[src/stream_write_pkg.sv]
// Shared constants for the streaming DMA write command interpreter
package stream_write_pkg;

   // ----------------------------------------------------------------
   // Task-file register selects
   // ----------------------------------------------------------------
   localparam logic [2:0] SEL_FEATURE   = 3'h1;
   localparam logic [2:0] SEL_COUNT     = 3'h2;
   localparam logic [2:0] SEL_SECTOR    = 3'h3;
   localparam logic [2:0] SEL_CYL_LOW   = 3'h4;
   localparam logic [2:0] SEL_CYL_HIGH  = 3'h5;
   localparam logic [2:0] SEL_COMMAND   = 3'h7;

   // ----------------------------------------------------------------
   // Command code and field positions
   // ----------------------------------------------------------------
   localparam logic [7:0] CMD_WRITE_STREAM_DMA = 8'h3A;
   localparam int         URGENT_BIT           = 7;
   localparam int         CONTINUE_BIT         = 6;
   localparam int         FLUSH_BIT            = 5;
   localparam int         RESUME_BIT           = 4;
   localparam int         STAT_BUSY_BIT        = 7;
   localparam int         STAT_READY_BIT       = 6;
   localparam int         STAT_FAULT_BIT       = 5;
   localparam int         STAT_ERR_BIT         = 0;
   localparam int         ERR_CRC_BIT          = 7;
   localparam int         ERR_IDNF_BIT         = 4;
   localparam int         ERR_ABORT_BIT        = 2;
   localparam int         ERR_OVERRUN_BIT      = 0;

   // ----------------------------------------------------------------
   // Reset values and timing
   // ----------------------------------------------------------------
   localparam logic [7:0]  BYTE_ZERO     = 8'h00;
   localparam logic [16:0] FULL_COUNT    = 17'h1_0000;
   localparam int          CLK_MHZ       = 100;
   localparam logic [6:0]  TICKS_PER_US  = 7'(CLK_MHZ);
   localparam int          STREAM_IDS    = 8;

   // Command sequencer states
   typedef enum logic [2:0] {
      ST_IDLE,
      ST_XFER,
      ST_FLUSH,
      ST_DONE
   } cmd_state_t;

endpackage

[src/write_stream_dma_params.sv]
// Streaming DMA write command decode, time limit and ending status
`timescale 1ns/1ps

// Operation
// - Urgent flag: finish fast and always inside the completion time limit.
// - Continue-on-error flag: errors never abort the command.
// - Continue on error: move full amount, end fault set, log error type.
// - Continue on error and limit expiry: stop, fault set, log overrun.
// - Always try to move the whole amount before the limit expires.
// - Flush flag: write buffered stream data to media before completion.
// - Resume flag: start at last error address and resume recovery.
// - Limit in microseconds equals previous feature byte times identify unit.
// - Zero limit value uses the stored stream default limit.
// - Zero or missing default means the limit is ignored.
// - Limit measured from command write to final completion interrupt.
// - Sector count is 16 bits; zero means 65,536 sectors.
// - Command code 3A written after parameter registers starts command.
// - Stream fault status bit 5 set on error with continue-on-error.
// - Overrun bit 0 of error register set when limit exceeded.
module write_stream_dma_params
   import stream_write_pkg::*;
(
   // Clock and reset
   input  wire logic        i_sys_clk,
   input  wire logic        i_reset,
   // Task-file write port from the host
   input  wire logic        i_tf_write,
   input  wire logic [2:0]  i_tf_sel,
   input  wire logic [7:0]  i_tf_data,
   // Drive configuration
   input  wire logic [31:0] i_time_unit_us,
   input  wire logic        i_cfg_write,
   input  wire logic [2:0]  i_cfg_stream,
   input  wire logic [7:0]  i_cfg_default_limit,
   input  wire logic [2:0]  i_stream_id,
   // Data path events
   input  wire logic        i_sector_done,
   input  wire logic        i_crc_error,
   input  wire logic        i_idnf_error,
   input  wire logic        i_abort_error,
   input  wire logic        i_flush_done,
   // Decoded command to the data path
   output logic             o_xfer_active,
   output logic [16:0]      o_sector_total,
   output logic [47:0]      o_start_lba,
   output logic             o_urgent_flag,
   output logic             o_resume_after_error,
   output logic             o_flush_request,
   // Ending status
   output logic [7:0]       o_status,
   output logic [7:0]       o_error,
   output logic [7:0]       o_error_log,
   output logic             o_intrq
);

   // ----------------------------------------------------------------
   // Helpers
   // ----------------------------------------------------------------
   // Zero count stands for the full 65,536 sectors
   function automatic logic [16:0] sector_total(input logic [15:0] cnt);
      sector_total = (cnt == 16'h0000) ? FULL_COUNT : {1'b0, cnt};
   endfunction

   // Limit in clock ticks; sized wide so the product never wraps
   function automatic logic [47:0] limit_ticks(input logic [7:0] val,
                                                input logic [31:0] unit);
      limit_ticks = 48'(val) * 48'(unit) * 48'(TICKS_PER_US);
   endfunction

   // ----------------------------------------------------------------
   // Parameter byte pairs: a write shifts current into previous
   // ----------------------------------------------------------------
   logic [7:0] feat_cur, feat_prev, cnt_cur, cnt_prev;
   logic [7:0] sec_cur, sec_prev, cyl_lo_cur, cyl_lo_prev, cyl_hi_cur, cyl_hi_prev;
   logic [7:0] next_feat_cur, next_feat_prev, next_cnt_cur, next_cnt_prev;
   logic [7:0] next_sec_cur, next_sec_prev, next_cyl_lo_cur, next_cyl_lo_prev;
   logic [7:0] next_cyl_hi_cur, next_cyl_hi_prev;

   always_comb begin
      next_feat_cur    = feat_cur;
      next_feat_prev   = feat_prev;
      next_cnt_cur     = cnt_cur;
      next_cnt_prev    = cnt_prev;
      next_sec_cur     = sec_cur;
      next_sec_prev    = sec_prev;
      next_cyl_lo_cur  = cyl_lo_cur;
      next_cyl_lo_prev = cyl_lo_prev;
      next_cyl_hi_cur  = cyl_hi_cur;
      next_cyl_hi_prev = cyl_hi_prev;
      if (i_tf_write) begin
         case (i_tf_sel)
            SEL_FEATURE: begin
               next_feat_prev = feat_cur;
               next_feat_cur  = i_tf_data;
            end
            SEL_COUNT: begin
               next_cnt_prev = cnt_cur;
               next_cnt_cur  = i_tf_data;
            end
            SEL_SECTOR: begin
               next_sec_prev = sec_cur;
               next_sec_cur  = i_tf_data;
            end
            SEL_CYL_LOW: begin
               next_cyl_lo_prev = cyl_lo_cur;
               next_cyl_lo_cur  = i_tf_data;
            end
            SEL_CYL_HIGH: begin
               next_cyl_hi_prev = cyl_hi_cur;
               next_cyl_hi_cur  = i_tf_data;
            end
            default: begin
            end
         endcase
      end
   end

   // Byte pairs register as two packed groups
   always_ff @(posedge i_sys_clk) begin
      if (i_reset) begin
         {feat_cur, feat_prev, cnt_cur, cnt_prev, sec_cur} <= '0;
         {sec_prev, cyl_lo_cur, cyl_lo_prev, cyl_hi_cur, cyl_hi_prev} <= '0;
      end else begin
         {feat_cur, feat_prev, cnt_cur, cnt_prev, sec_cur} <=
            {next_feat_cur, next_feat_prev, next_cnt_cur, next_cnt_prev, next_sec_cur};
         {sec_prev, cyl_lo_cur, cyl_lo_prev, cyl_hi_cur, cyl_hi_prev} <=
            {next_sec_prev, next_cyl_lo_cur, next_cyl_lo_prev, next_cyl_hi_cur, next_cyl_hi_prev};
      end
   end

   // ----------------------------------------------------------------
   // Per-stream default limits stored by stream configuration
   // ----------------------------------------------------------------
   logic [7:0] default_limit [STREAM_IDS];
   logic       default_valid [STREAM_IDS];

   always_ff @(posedge i_sys_clk) begin
      if (i_reset) begin
         for (int i = 0; i < STREAM_IDS; i++) begin
            default_limit[i] <= BYTE_ZERO;
            default_valid[i] <= 1'b0;
         end
      end else if (i_cfg_write) begin
         default_limit[i_cfg_stream] <= i_cfg_default_limit;
         default_valid[i_cfg_stream] <= 1'b1;
      end
   end

   // ----------------------------------------------------------------
   // Command sequencer
   // ----------------------------------------------------------------
   cmd_state_t  state, next_state;
   logic        start_cmd;
   logic [7:0]  limit_val;
   logic        limit_on, next_limit_on;
   logic [47:0] limit_cnt, next_limit_cnt;
   logic [16:0] remaining, next_remaining;
   logic        expired;
   logic [7:0]  next_status, next_error, next_error_log;
   logic        next_intrq, next_active, next_flush_request;
   logic        next_urgent, next_resume;
   logic [16:0] next_total;
   logic [47:0] next_lba;
   logic        any_err;

   assign start_cmd = i_tf_write && (i_tf_sel == SEL_COMMAND)
                      && (i_tf_data == CMD_WRITE_STREAM_DMA) && (state == ST_IDLE);
   // Zero value falls back to the stream default; zero default disables
   assign limit_val = (feat_prev != BYTE_ZERO) ? feat_prev :
                      (default_valid[i_stream_id] ? default_limit[i_stream_id] : BYTE_ZERO);
   assign expired   = limit_on && (limit_cnt == 48'h0000_0000_0000);
   assign any_err   = i_crc_error || i_idnf_error || i_abort_error;

   always_comb begin
      next_state         = state;
      next_limit_on      = limit_on;
      next_limit_cnt     = limit_cnt;
      next_remaining     = remaining;
      next_status        = o_status;
      next_error         = o_error;
      next_error_log     = o_error_log;
      next_intrq         = 1'b0;
      next_active        = o_xfer_active;
      next_flush_request = o_flush_request;
      next_urgent        = o_urgent_flag;
      next_resume        = o_resume_after_error;
      next_total         = o_sector_total;
      next_lba           = o_start_lba;
      // Timer runs from command write until the completion interrupt
      if (limit_on && !expired) begin
         next_limit_cnt = limit_cnt - 48'h0000_0000_0001;
      end
      case (state)
         ST_IDLE: begin
            if (start_cmd) begin
               next_total  = sector_total({cnt_prev, cnt_cur});
               next_remaining = sector_total({cnt_prev, cnt_cur});
               next_lba = {cyl_hi_prev, cyl_lo_prev, sec_prev,
                           cyl_hi_cur, cyl_lo_cur, sec_cur};
               next_urgent = feat_cur[URGENT_BIT];
               next_resume = feat_cur[RESUME_BIT];
               next_limit_on  = (limit_val != BYTE_ZERO);
               next_limit_cnt = limit_ticks(limit_val, i_time_unit_us);
               next_active = 1'b1;
               next_error  = BYTE_ZERO;
               next_error_log = BYTE_ZERO;
               next_status = BYTE_ZERO;
               next_status[STAT_BUSY_BIT] = 1'b1;
               next_state  = ST_XFER;
            end
         end
         ST_XFER: begin
            // Errors are logged; only without continue-on-error do they abort
            if (any_err) begin
               next_error_log[ERR_CRC_BIT]   = o_error_log[ERR_CRC_BIT] | i_crc_error;
               next_error_log[ERR_IDNF_BIT]  = o_error_log[ERR_IDNF_BIT] | i_idnf_error;
               next_error_log[ERR_ABORT_BIT] = o_error_log[ERR_ABORT_BIT] | i_abort_error;
            end
            if (expired) begin
               next_error_log[ERR_OVERRUN_BIT] = 1'b1;
               next_active = 1'b0;
               next_state  = ST_DONE;
            end else if (any_err && !feat_cur[CONTINUE_BIT]) begin
               next_active = 1'b0;
               next_state  = ST_DONE;
            end else if (i_sector_done) begin
               // Keep going to the full amount despite errors
               next_remaining = remaining - 17'h0_0001;
               if (remaining == 17'h0_0001) begin
                  next_active = 1'b0;
                  next_flush_request = feat_cur[FLUSH_BIT];
                  next_state = feat_cur[FLUSH_BIT] ? ST_FLUSH : ST_DONE;
               end
            end
         end
         ST_FLUSH: begin
            if (expired) begin
               next_error_log[ERR_OVERRUN_BIT] = 1'b1;
               next_flush_request = 1'b0;
               next_state = ST_DONE;
            end else if (i_flush_done) begin
               next_flush_request = 1'b0;
               next_state = ST_DONE;
            end
         end
         ST_DONE: begin
            // Ending status: fault instead of error when continuing on error
            next_status = BYTE_ZERO;
            next_status[STAT_READY_BIT] = 1'b1;
            if (o_error_log != BYTE_ZERO) begin
               if (feat_cur[CONTINUE_BIT]) begin
                  next_status[STAT_FAULT_BIT] = 1'b1;
               end else begin
                  next_status[STAT_ERR_BIT] = 1'b1;
                  next_error = o_error_log;
               end
            end
            next_error[ERR_OVERRUN_BIT] = o_error_log[ERR_OVERRUN_BIT];
            next_intrq    = 1'b1;
            next_limit_on = 1'b0;
            next_state    = ST_IDLE;
         end
         default: next_state = ST_IDLE;
      endcase
   end

   always_ff @(posedge i_sys_clk) begin
      if (i_reset) begin
         state                <= ST_IDLE;
         limit_on             <= 1'b0;
         limit_cnt            <= 48'h0000_0000_0000;
         remaining            <= 17'h0_0000;
         o_status             <= BYTE_ZERO;
         o_error              <= BYTE_ZERO;
         o_error_log          <= BYTE_ZERO;
         o_intrq              <= 1'b0;
         o_xfer_active        <= 1'b0;
         o_flush_request      <= 1'b0;
         o_urgent_flag        <= 1'b0;
         o_resume_after_error <= 1'b0;
         o_sector_total       <= 17'h0_0000;
         o_start_lba          <= 48'h0000_0000_0000;
      end else begin
         state                <= next_state;
         limit_on             <= next_limit_on;
         limit_cnt            <= next_limit_cnt;
         remaining            <= next_remaining;
         o_status             <= next_status;
         o_error              <= next_error;
         o_error_log          <= next_error_log;
         o_intrq              <= next_intrq;
         o_xfer_active        <= next_active;
         o_flush_request      <= next_flush_request;
         o_urgent_flag        <= next_urgent;
         o_resume_after_error <= next_resume;
         o_sector_total       <= next_total;
         o_start_lba          <= next_lba;
      end
   end
endmodule

[config.mk]
export PLATFORM = sky130hd
export DESIGN_NAME = write_stream_dma_params
export DESIGN_NICKNAME = d
export VERILOG_FILES = /design/src/stream_write_pkg.sv /design/src/write_stream_dma_params.sv
export SDC_FILE = /design/constraint.sdc
export NUM_CORES = 1
export LEC_CHECK = 0
export ABC_AREA = 1
export BUFFER_PORTS_ARGS = -buffer_cell sky130_fd_sc_hd__buf_4
export CAP_MARGIN = 25
export CELL_PAD_IN_SITES_DETAIL_PLACEMENT = 2
export CELL_PAD_IN_SITES_GLOBAL_PLACEMENT = 2
export CORE_ASPECT_RATIO = 1.75
export CORE_MARGIN = 5
export CORE_UTILIZATION = 29
export DETAILED_ROUTE_END_ITERATION = 8
export GPL_TIMING_DRIVEN = 0
export PLACE_DENSITY_LB_ADDON = 0.1
export SLEW_MARGIN = 0
export SYNTH_ARGS = -nofsm -noshare
export SYNTH_HDL_FRONTEND = slang
export SYNTH_SLANG_ARGS = --single-unit
[constraint.sdc]
create_clock -name i_sys_clk -period 10.61 [get_ports i_sys_clk]
set_input_delay 2.122 -clock i_sys_clk [delete_from_list [all_inputs] [get_ports i_sys_clk]]
set_output_delay 2.122 -clock i_sys_clk [all_outputs]
set_load 0.03 [all_outputs]
* Word-level counts from Yosys, hierarchy flattened
Memories as Yosys holds them, arrays and structs flattened.
Index checks and enable logic that the tools add are counted.
W data, S select, Z words.
** Operators by class
- Div/mod/pow operators :: 0
- Shift operators :: 0
- $add $sub $neg :: 2
- Magnitude comparators :: 0
- Reduce and logical (&&, ||, !) cells :: 37
- Bitwise gates (word level) :: 3
- Mux-type cells :: 66
- Multipliers :: 2
- Equal/unequal tests :: 23
** Operators by type and width (number)
- $mux W48 :: 3
- $mux W17 :: 5
- $mux W8 :: 8
- $logic_not A48 Y1 :: 1
- $sub A48 B1 Y48 const B :: 1
- $mul A40 B5 Y45 const B :: 1
- $mul A8 B32 Y40 :: 1
- $pmux W17 S2 :: 1
- $pmux W8 S2 :: 2
- $mux W1 :: 30
- $mux W3 :: 9
- $reduce_bool A8 Y1 :: 3
- $eq A17 B1 Y1 const B :: 1
- $sub A17 B1 Y17 const B :: 1
- $logic_not A16 Y1 :: 1
- $ne A2 B2 Y1 const B :: 8
- $pmux W1 S2 :: 7
- $reduce_and A2 Y1 :: 7
- $eq A3 B2 Y1 const B :: 4
- $reduce_and A4 Y1 :: 3
- $eq A3 B3 Y1 const B :: 3
- $pmux W3 S3 :: 1
- $eq A8 B6 Y1 const B :: 1
- $ne A4 B4 Y1 const B :: 2
- other kinds (15) :: 29
** Word-level totals
- Flip-flop bits (word level) :: 239
- Input port bits :: 66
- Bits in writable memories :: 72
- ROM bits :: 0
- Output and inout bits :: 94
- Word-level logic and storage cells :: 161
- Bits in latches :: 0
- Memories :: 2
** Memory list
- default_limit :: words 8, bits a word 8, rd ports 1, clocked after memory_dff 0, write ports 8, line write_stream_dma_params.sv:134 : logic [7:0] default_limit [STREAM_IDS];
- default_valid :: words 8, bits a word 1, rd ports 1, clocked after memory_dff 0, write ports 8, line write_stream_dma_params.sv:135 : logic default_valid [STREAM_IDS];

* Longest topological paths before layout
Gate-level depths: netlist (run 1).
- Depth after elaboration :: 7
- Gate-level depth with buffers :: 53
- Mapped depth without buffers :: 50

* Worst setup path before layout (run 1)
OpenSTA, ideal clock, no wires.
- Path type :: in2reg
- From :: input i_stream_id[0]
- To :: register limit_cnt[45]
- Path buffers :: 2
- Data required time :: 10478 ps
- Setup slack :: 1085 ps
- Stages :: 50
- Arrival :: 9393 ps
- Setup time :: 132 ps
- Cell sequence :: buf_2 -> clkbuf_1 -> nand2_1 -> nand2_1 -> nand2_1 -> nand2_1 -> nand2_1 -> nand2_1 -> nand2_1 -> nand2_1 -> nand2_1 -> inv_1 -> nand2_1 -> fa_1 -> fa_1 -> inv_1 -> fa_1 -> inv_1 -> [... 14 more ...] -> inv_1 -> ha_1 -> ha_1 -> inv_1 -> fa_1 -> inv_1 -> ha_1 -> nand2_1 -> nor2_1 -> nand2_1 -> nor2_1 -> nand2_1 -> nand3_1 -> nand2_1 -> nand2_1 -> nand2_1 -> nand3_1 -> a21oi_1
** Between the ends
- Longest elaborated chain between the ends :: 7
- Elaborated cells on any way between the ends :: 8
- Those cells by class :: mul: 2; mux: 4; memory: 2
** Ends and longest elaborated chain
- from (decl) :: line write_stream_dma_params.sv:35 : input wire logic [2:0] i_stream_id,
- $mem_v2 Z8 W8 / $mem_v2 Z8 W1 (equally long branches)
- $mux W8 (*) :: line write_stream_dma_params.sv:170 : (default_valid[i_stream_id] ? default_limit[i_stream_id] : BYTE_ZERO);
- $mux W8 (*) :: line write_stream_dma_params.sv:169 : assign limit_val = (feat_prev != BYTE_ZERO) ? feat_prev :
- $mul A8 B32 Y40 (*) :: line write_stream_dma_params.sv:67 : limit_ticks = 48'(val) * 48'(unit) * 48'(TICKS_PER_US);
- $mul A40 B5 Y45 (*) :: line write_stream_dma_params.sv:67
- $mux W48 (*) :: line write_stream_dma_params.sv:195 : if (start_cmd) begin
- $mux W48 (*) :: line write_stream_dma_params.sv:193 : case (state)
- to (signal assigned) :: line write_stream_dma_params.sv:286 : limit_cnt <= next_limit_cnt;
- to (decl) :: line write_stream_dma_params.sv:156 : logic [47:0] limit_cnt, next_limit_cnt;
Every way passes the cells marked *; elsewhere a longest branch is shown, timed or not.
A chain may end at the register's enable or synchronous reset.

* Worst setup path in the final report (run 1)
- From :: input i_stream_id[0]
- To :: register limit_cnt[44]
Same word-level chain as after synthesis.

==> out/results.txt, run 1 <==
Outcome: completed
Layout area overhead: 17.0%
Synth top cells by count: nand2_1 (945), inv_1 (674), nor2_1 (622)
Hold-fix buffers, CTS: 0
Most used routing layer in global routing: met2
Area leader, netlist: dfxtp_1
Routed WL: 123000 µm
Drt initial violations: 712
Average size of a mapped cell: 6.90 µm²
Worst-Skew Late Latency: 0.59 ns
Hold_ws: 0.454 ns
First-pass GRT wire length: 181000 µm
Routed WL per cell: 22.7 µm
Yosys reg bits: 302
Via density: 4.96
Post-Synth Simple-Gate Area: 0.276
Most frequent CP cell: nand2_1
Slew Limit Fails: 0
GRT Resource Usage Total: 0.235
Synth Warn #: 0
GRT overflow: 0
Num Clock Sinks: 302
H-Tree Depth: 1
Port-buffer cells: 142
Max-cap violations: 0
Starting Density: 0.291
Critical Path RT: 11.12 ns
Slowest-stage cell, CP: fa_1
Slew headroom: 0.309
Die height: 416 µm
Final ANT Viol Nets: 0
Fmax: 97.3 MHz
Fin crit share: 0.968
Fill count: 11.3k
Rows: 149
Fin crit period: 10.27 ns
Mapped cell area: 27400 µm²
Post-synth EDFFs: 64
Crit path DAT: 10.78 ns
CTS tree: yes
Largest net degree at the start of global routing: 16
Antenna diode count: 0
Post-synthesis sequential area ratio: 0.244
Worst Reg-to-Reg Cells: 42
Root buffer cell: clkbuf_16
DP Wirelength: 105000 µm
Mux share of post-synthesis cell area: 0
Vias in the first global route: 30.6k
Min-Delay Path Class: flop to flop
CP Class: input port to flop
DIE AREA: 101000 µm²
CORE AREA: 94000 µm²
Final hold vios: 0
Top cells by area, synth: dfxtp_1 (17%), fa_1 (16%), nand2_1 (13%)
Final GP Congestion: 0.927
Worst path max stage delay: 0.56 ns
CP Launch Type: input port
Nets: 4653
Ys flop type: dfxtp_1
Asr flop ratio synth: 0
Synth unique cells: 50
Layout cells sized above 1: 0.104
IO Count: 160
Share of the synthesized area in the top cell type: 0.174
DIE WIDTH: 242 µm
DRC Markers: 0
CTS max path bufs: 3
GRT met2 Usage: 0.509
Min-Delay Path Depth: 2
Met3 usage: 0.0168
CTS Buf Count: 28
Worst-path clk slew: 0.07 ns
Grt met1 use: 0.198
Setup Skew: 0.0161 ns
DRT Pass-1 Iters: 4
Worst Setup End Kind: flop
Setup TNS: 0 ns
R2R setup slack: 1.28 ns
Largest family of logic cells by synthesized area: simple AND/OR/NAND/NOR gates
Compound-Gate Fraction of Synth Area: 0.0985
Gate Count Post-Synth: 3969
Most frequent cell after synthesis: nand2_1
# setup viols final: 0
Synth Area in XOR/XNOR: 0.0224
Worst-Margin Slew: 1.04 ns
Initial antenna violation count: 0
Via count: 26.8k
Adder-Cell Fraction of Synth Area: 0.245
Crit Path Max Fanout: 10
-- layout by cell type (no fill, tap or decap), drive strengths merged, types with 58 or more instances in the layout --
master	synthesis	final
xor2	58	58
o21ai	244	244
clkbuf	68	105
buf	51	223
a21oi	222	222
edfxtp	64	64
ha	191	191
nor2	628	628
dfxtp	238	238
nand3	206	206
nand2	951	952
inv	680	675
fa	215	215
-- state kept, by name, indices dropped and copies added, names as in the netlist, 2 cells and up --
| register | flops |
|---|---|
| default_limit | 64 |
| state | 2 |
| sec_cur | 8 |
| feat_prev | 8 |
| o_status | 4 |
| cyl_hi_prev | 8 |
| o_sector_total | 17 |
| o_start_lba | 48 |
| o_error | 4 |
| feat_cur | 8 |
| remaining | 17 |
| cnt_cur | 8 |
| cyl_hi_cur | 8 |
| cnt_prev | 8 |
| cyl_lo_prev | 8 |
| o_error_log | 4 |
| cyl_lo_cur | 8 |
| limit_cnt | 48 |
| sec_prev | 8 |
| default_valid | 8 |
-- stage by stage --
stage | worst slack (ns) | area, µm² | util | instances
6_report | 0.337 | 32000 | 0.341 | 5411
5_1_grt | -0.00832 | 32000 | 0.341 | 5411
4_1_cts | 0.00170 | 31500 | 0.335 | 5395
3_5_place_dp | -2.97 | 30000 | 0.320 | 5334
3_3_place_gp | -2.89 | 30000 | 0.319 | 5330
2_1_floorplan | 1.08 | 27400 | - | 3980
-- cell families after synthesis --
kind of cell	after synthesis
AND/OR/NAND/NOR	1872
buffers and inverters	803
AO/OA/AOI/OAI	515
adder cells (fa/ha/maj)	406
flip-flops	302
XOR/XNOR	70
other	1
-- final timing paths --
check | start | to
setup / recovery | i_stream_id[0] | limit_cnt[44]$_SDFF_PP0_
setup reg to reg | feat_prev[0]$_SDFFE_PP0P_ | limit_cnt[44]$_SDFF_PP0_
hold / removal | o_start_lba[45]$_SDFFE_PP0P_ | o_start_lba[45]$_SDFFE_PP0P_
hold reg to reg | o_start_lba[45]$_SDFFE_PP0P_ | o_start_lba[45]$_SDFFE_PP0P_
-- final cells by class --
| class | count | area [µm²] | area share |
|---|---|---|---|
| multi-input cells | 2876 | 18200 | 0.569 |
| well taps | 1208 | 1510 | 0.0472 |
| plain buffers | 117 | 662 | 0.0207 |
| repair buffers | 172 | 1330 | 0.0415 |
| inverters | 684 | 2600 | 0.0812 |
| clock inverters | 13 | 191 | 0.00598 |
| flip-flops and latches | 302 | 6690 | 0.209 |
| clock buffers | 39 | 832 | 0.0260 |
-- repair_timing --
action                                  CTS  global route
buffers inserted                          9            16
pin swaps                                 2            14
hold endpoints to repair                  0             0
endpoints found under the setup margin   34            27
gates cloned                              0             1
resized for setup                       114           110
-- worst max-delay path, delay by kind of cell --
kind,cells,cell delay [ns]
fa+ha+maj,9,3.93
simple gates,20,2.09
buf+inv,13,1.32
compound gates,5,1.09
xor+xnor,1,0.18
-- routing by layer --
metal / part of all wire / routed length [µm] / vias to the layer above
met3: 0.016 / 1990 / 242
met2: 0.59 / 72300 / 397
met1: 0.32 / 39000 / 13400
met4: 0.078 / 9520 / 0
met5: 0 / 0 / -
li1: - / - / 12700
Power of run 1 is left out: the tool's default activity adds up to more than one toggle a clock period on the data nets, which glitch-free logic cannot reach.
==> inputs of run 2 (changes only) <==
Settings changed: CTS_BUF_LIST from default to sky130_fd_sc_hd__clkbuf_4 sky130_fd_sc_hd__clkbuf_8 sky130_fd_sc_hd__clkbuf_16.
==> out/results.txt, run 2 (synthesized netlist as in run 1, its figures left out) <==
Rows: 149
Num Clock Sinks: 302
Root buffer cell: clkbuf_16
Vias in the first global route: 30.6k
Most frequent CP cell: nand2_1
Fin crit period: 10.26 ns
DIE AREA: 101000 µm²
Crit path capture: limit_cnt[44]$_SDFF_PP0_
CTS tree: yes
Min-Delay Path Class: flop to flop
Final GP Congestion: 0.927
Worst path max stage delay: 0.56 ns
Starting Density: 0.291
CP Class: input port to flop
CTS Buf Count: 28
Worst Setup End Kind: flop
IO Count: 160
Reg2reg end: limit_cnt[44]$_SDFF_PP0_
Largest net degree at the start of global routing: 16
Worst Reg-to-Reg Cells: 42
Fin crit share: 0.967
GRT overflow: 0
Die height: 416 µm
Max-cap violations: 0
Worst-Skew Late Latency: 0.59 ns
H-Tree Depth: 1
DIE WIDTH: 242 µm
Nets: 4653
Fmax: 97.5 MHz
Most used routing layer in global routing: met2
Layout area overhead: 17.0%
DRT Pass-1 Iters: 4
DRC Markers: 0
Slew Limit Fails: 0
Regs by FF count: default_limit (64), limit_cnt (48), o_start_lba (48)
Fill count: 11.3k
First-pass GRT wire length: 181000 µm
Via count: 26.8k
R2R Path Start: feat_prev[0]$_SDFFE_PP0P_
Via density: 4.96
Most frequent cells in the layout: nand2_1 (915), inv_1 (668), nor2_1 (597), dfxtp_1 (238), o21ai_0 (220)
CORE AREA: 94000 µm²
Dpl ws: -2.97 ns
Fin area: 32000 µm²
# setup viols final: 0
Grt met1 use: 0.197
Routed WL per cell: 22.7 µm
Drt initial violations: 634
Setup Skew: 0.0123 ns
Crit path DAT: 10.77 ns
GRT met2 Usage: 0.510
Crit path launch: i_stream_id[0]
Critical Path RT: 11.12 ns
DP Wirelength: 105000 µm
Crit Path Max Fanout: 10
CTS max path bufs: 3
Hold_ws: 0.454 ns
Most common cell after layout, fill and taps aside: nand2_1
Port-buffer cells: 142
Slew headroom: 0.309
GRT Resource Usage Total: 0.235
Final ANT Viol Nets: 0
Antenna diode count: 0
Met3 usage: 0.0171
Final hold vios: 0
Routed WL: 123000 µm
CP Launch Type: input port
Layout cells sized above 1: 0.105
Slowest-stage cell, CP: fa_1
Initial antenna violation count: 0
Worst-Margin Slew: 1.04 ns
Outcome: completed
Worst-path clk slew: 0.07 ns
R2R setup slack: 1.31 ns
Max reg flops: 64
Worst setup margin: 0.349 ns
Hold-fix buffers, CTS: 0
Area after DPL: 30000 µm²
Most flops, register: default_limit
-- run 2: cell counts in the layout (fill, tap and decap cells not counted) --
Identical to the previous run, type by type.
-- run 2: how the worst min path moves through the flow --
stage	startpoint	to	slack [ns]	depth (start not counted)
6_report	o_start_lba[45]$_SDFFE_PP0P_	o_start_lba[45]$_SDFFE_PP0P_	0.45	2
5_1_grt	o_start_lba[41]$_SDFFE_PP0P_	o_start_lba[41]$_SDFFE_PP0P_	0.48	2
4_1_cts	o_start_lba[45]$_SDFFE_PP0P_	o_start_lba[45]$_SDFFE_PP0P_	0.45	2
3_5_place_dp	o_start_lba[45]$_SDFFE_PP0P_	o_start_lba[45]$_SDFFE_PP0P_	0.44	2
3_3_place_gp	o_urgent_flag$_SDFFE_PP0P_	o_urgent_flag$_SDFFE_PP0P_	0.43	2
2_1_floorplan	cyl_hi_prev[7]$_SDFFE_PP0P_	cyl_hi_prev[7]$_SDFFE_PP0P_	0.42	2
-- run 2: cell type report --
cell class                 count  area (µm²)  share of cell area
multi-input combinational   2876       18200               0.568
clock inverter                13         191             0.00598
timing repair buffer         172        1330              0.0415
buffer                       117         662              0.0207
sequential                   302        6690               0.209
inverter                     684        2600              0.0812
tap                         1208        1510              0.0472
clock buffer                  39         840              0.0262
-- run 2: worst max-delay path, delay by kind of cell --
| kind | cells | cell delay (ns) |
|---|---|---|
| adder cells (fa/ha/maj) | 9 | 3.94 |
| AND/OR/NAND/NOR | 20 | 2.10 |
| buffers and inverters | 13 | 1.32 |
| XOR/XNOR | 1 | 0.18 |
| AO/OA/AOI/OAI | 5 | 1.04 |
-- run 2: stage by stage --
| step | cells | TNS, ns | util |
|---|---|---|---|
| global route | 5411 | -0.0355 | 0.341 |
| CTS | 5395 | 0 | 0.335 |
| detailed placement | 5334 | -70.46 | 0.320 |
| global placement | 5330 | -65.37 | 0.319 |
| finish | 5411 | 0 | 0.341 |
| floorplan | 3980 | 0 | - |
-- run 2: what timing repair did --
item | CTS | global route
pin swaps | 2 | 13
gates cloned | 0 | 1
endpoints found under the setup margin | 34 | 27
buffers inserted | 9 | 16
resized for setup | 114 | 111
-- run 2: routing by layer --
layer  routed length [µm]  vias up  share of wire
li1                     -    12700              -
met1                38900    13400           0.32
met2                72200      405           0.59
met3                 2060      246          0.017
met4                 9550        0          0.078
met5                    0        -              0
Power of run 2 is left out for the same reason.
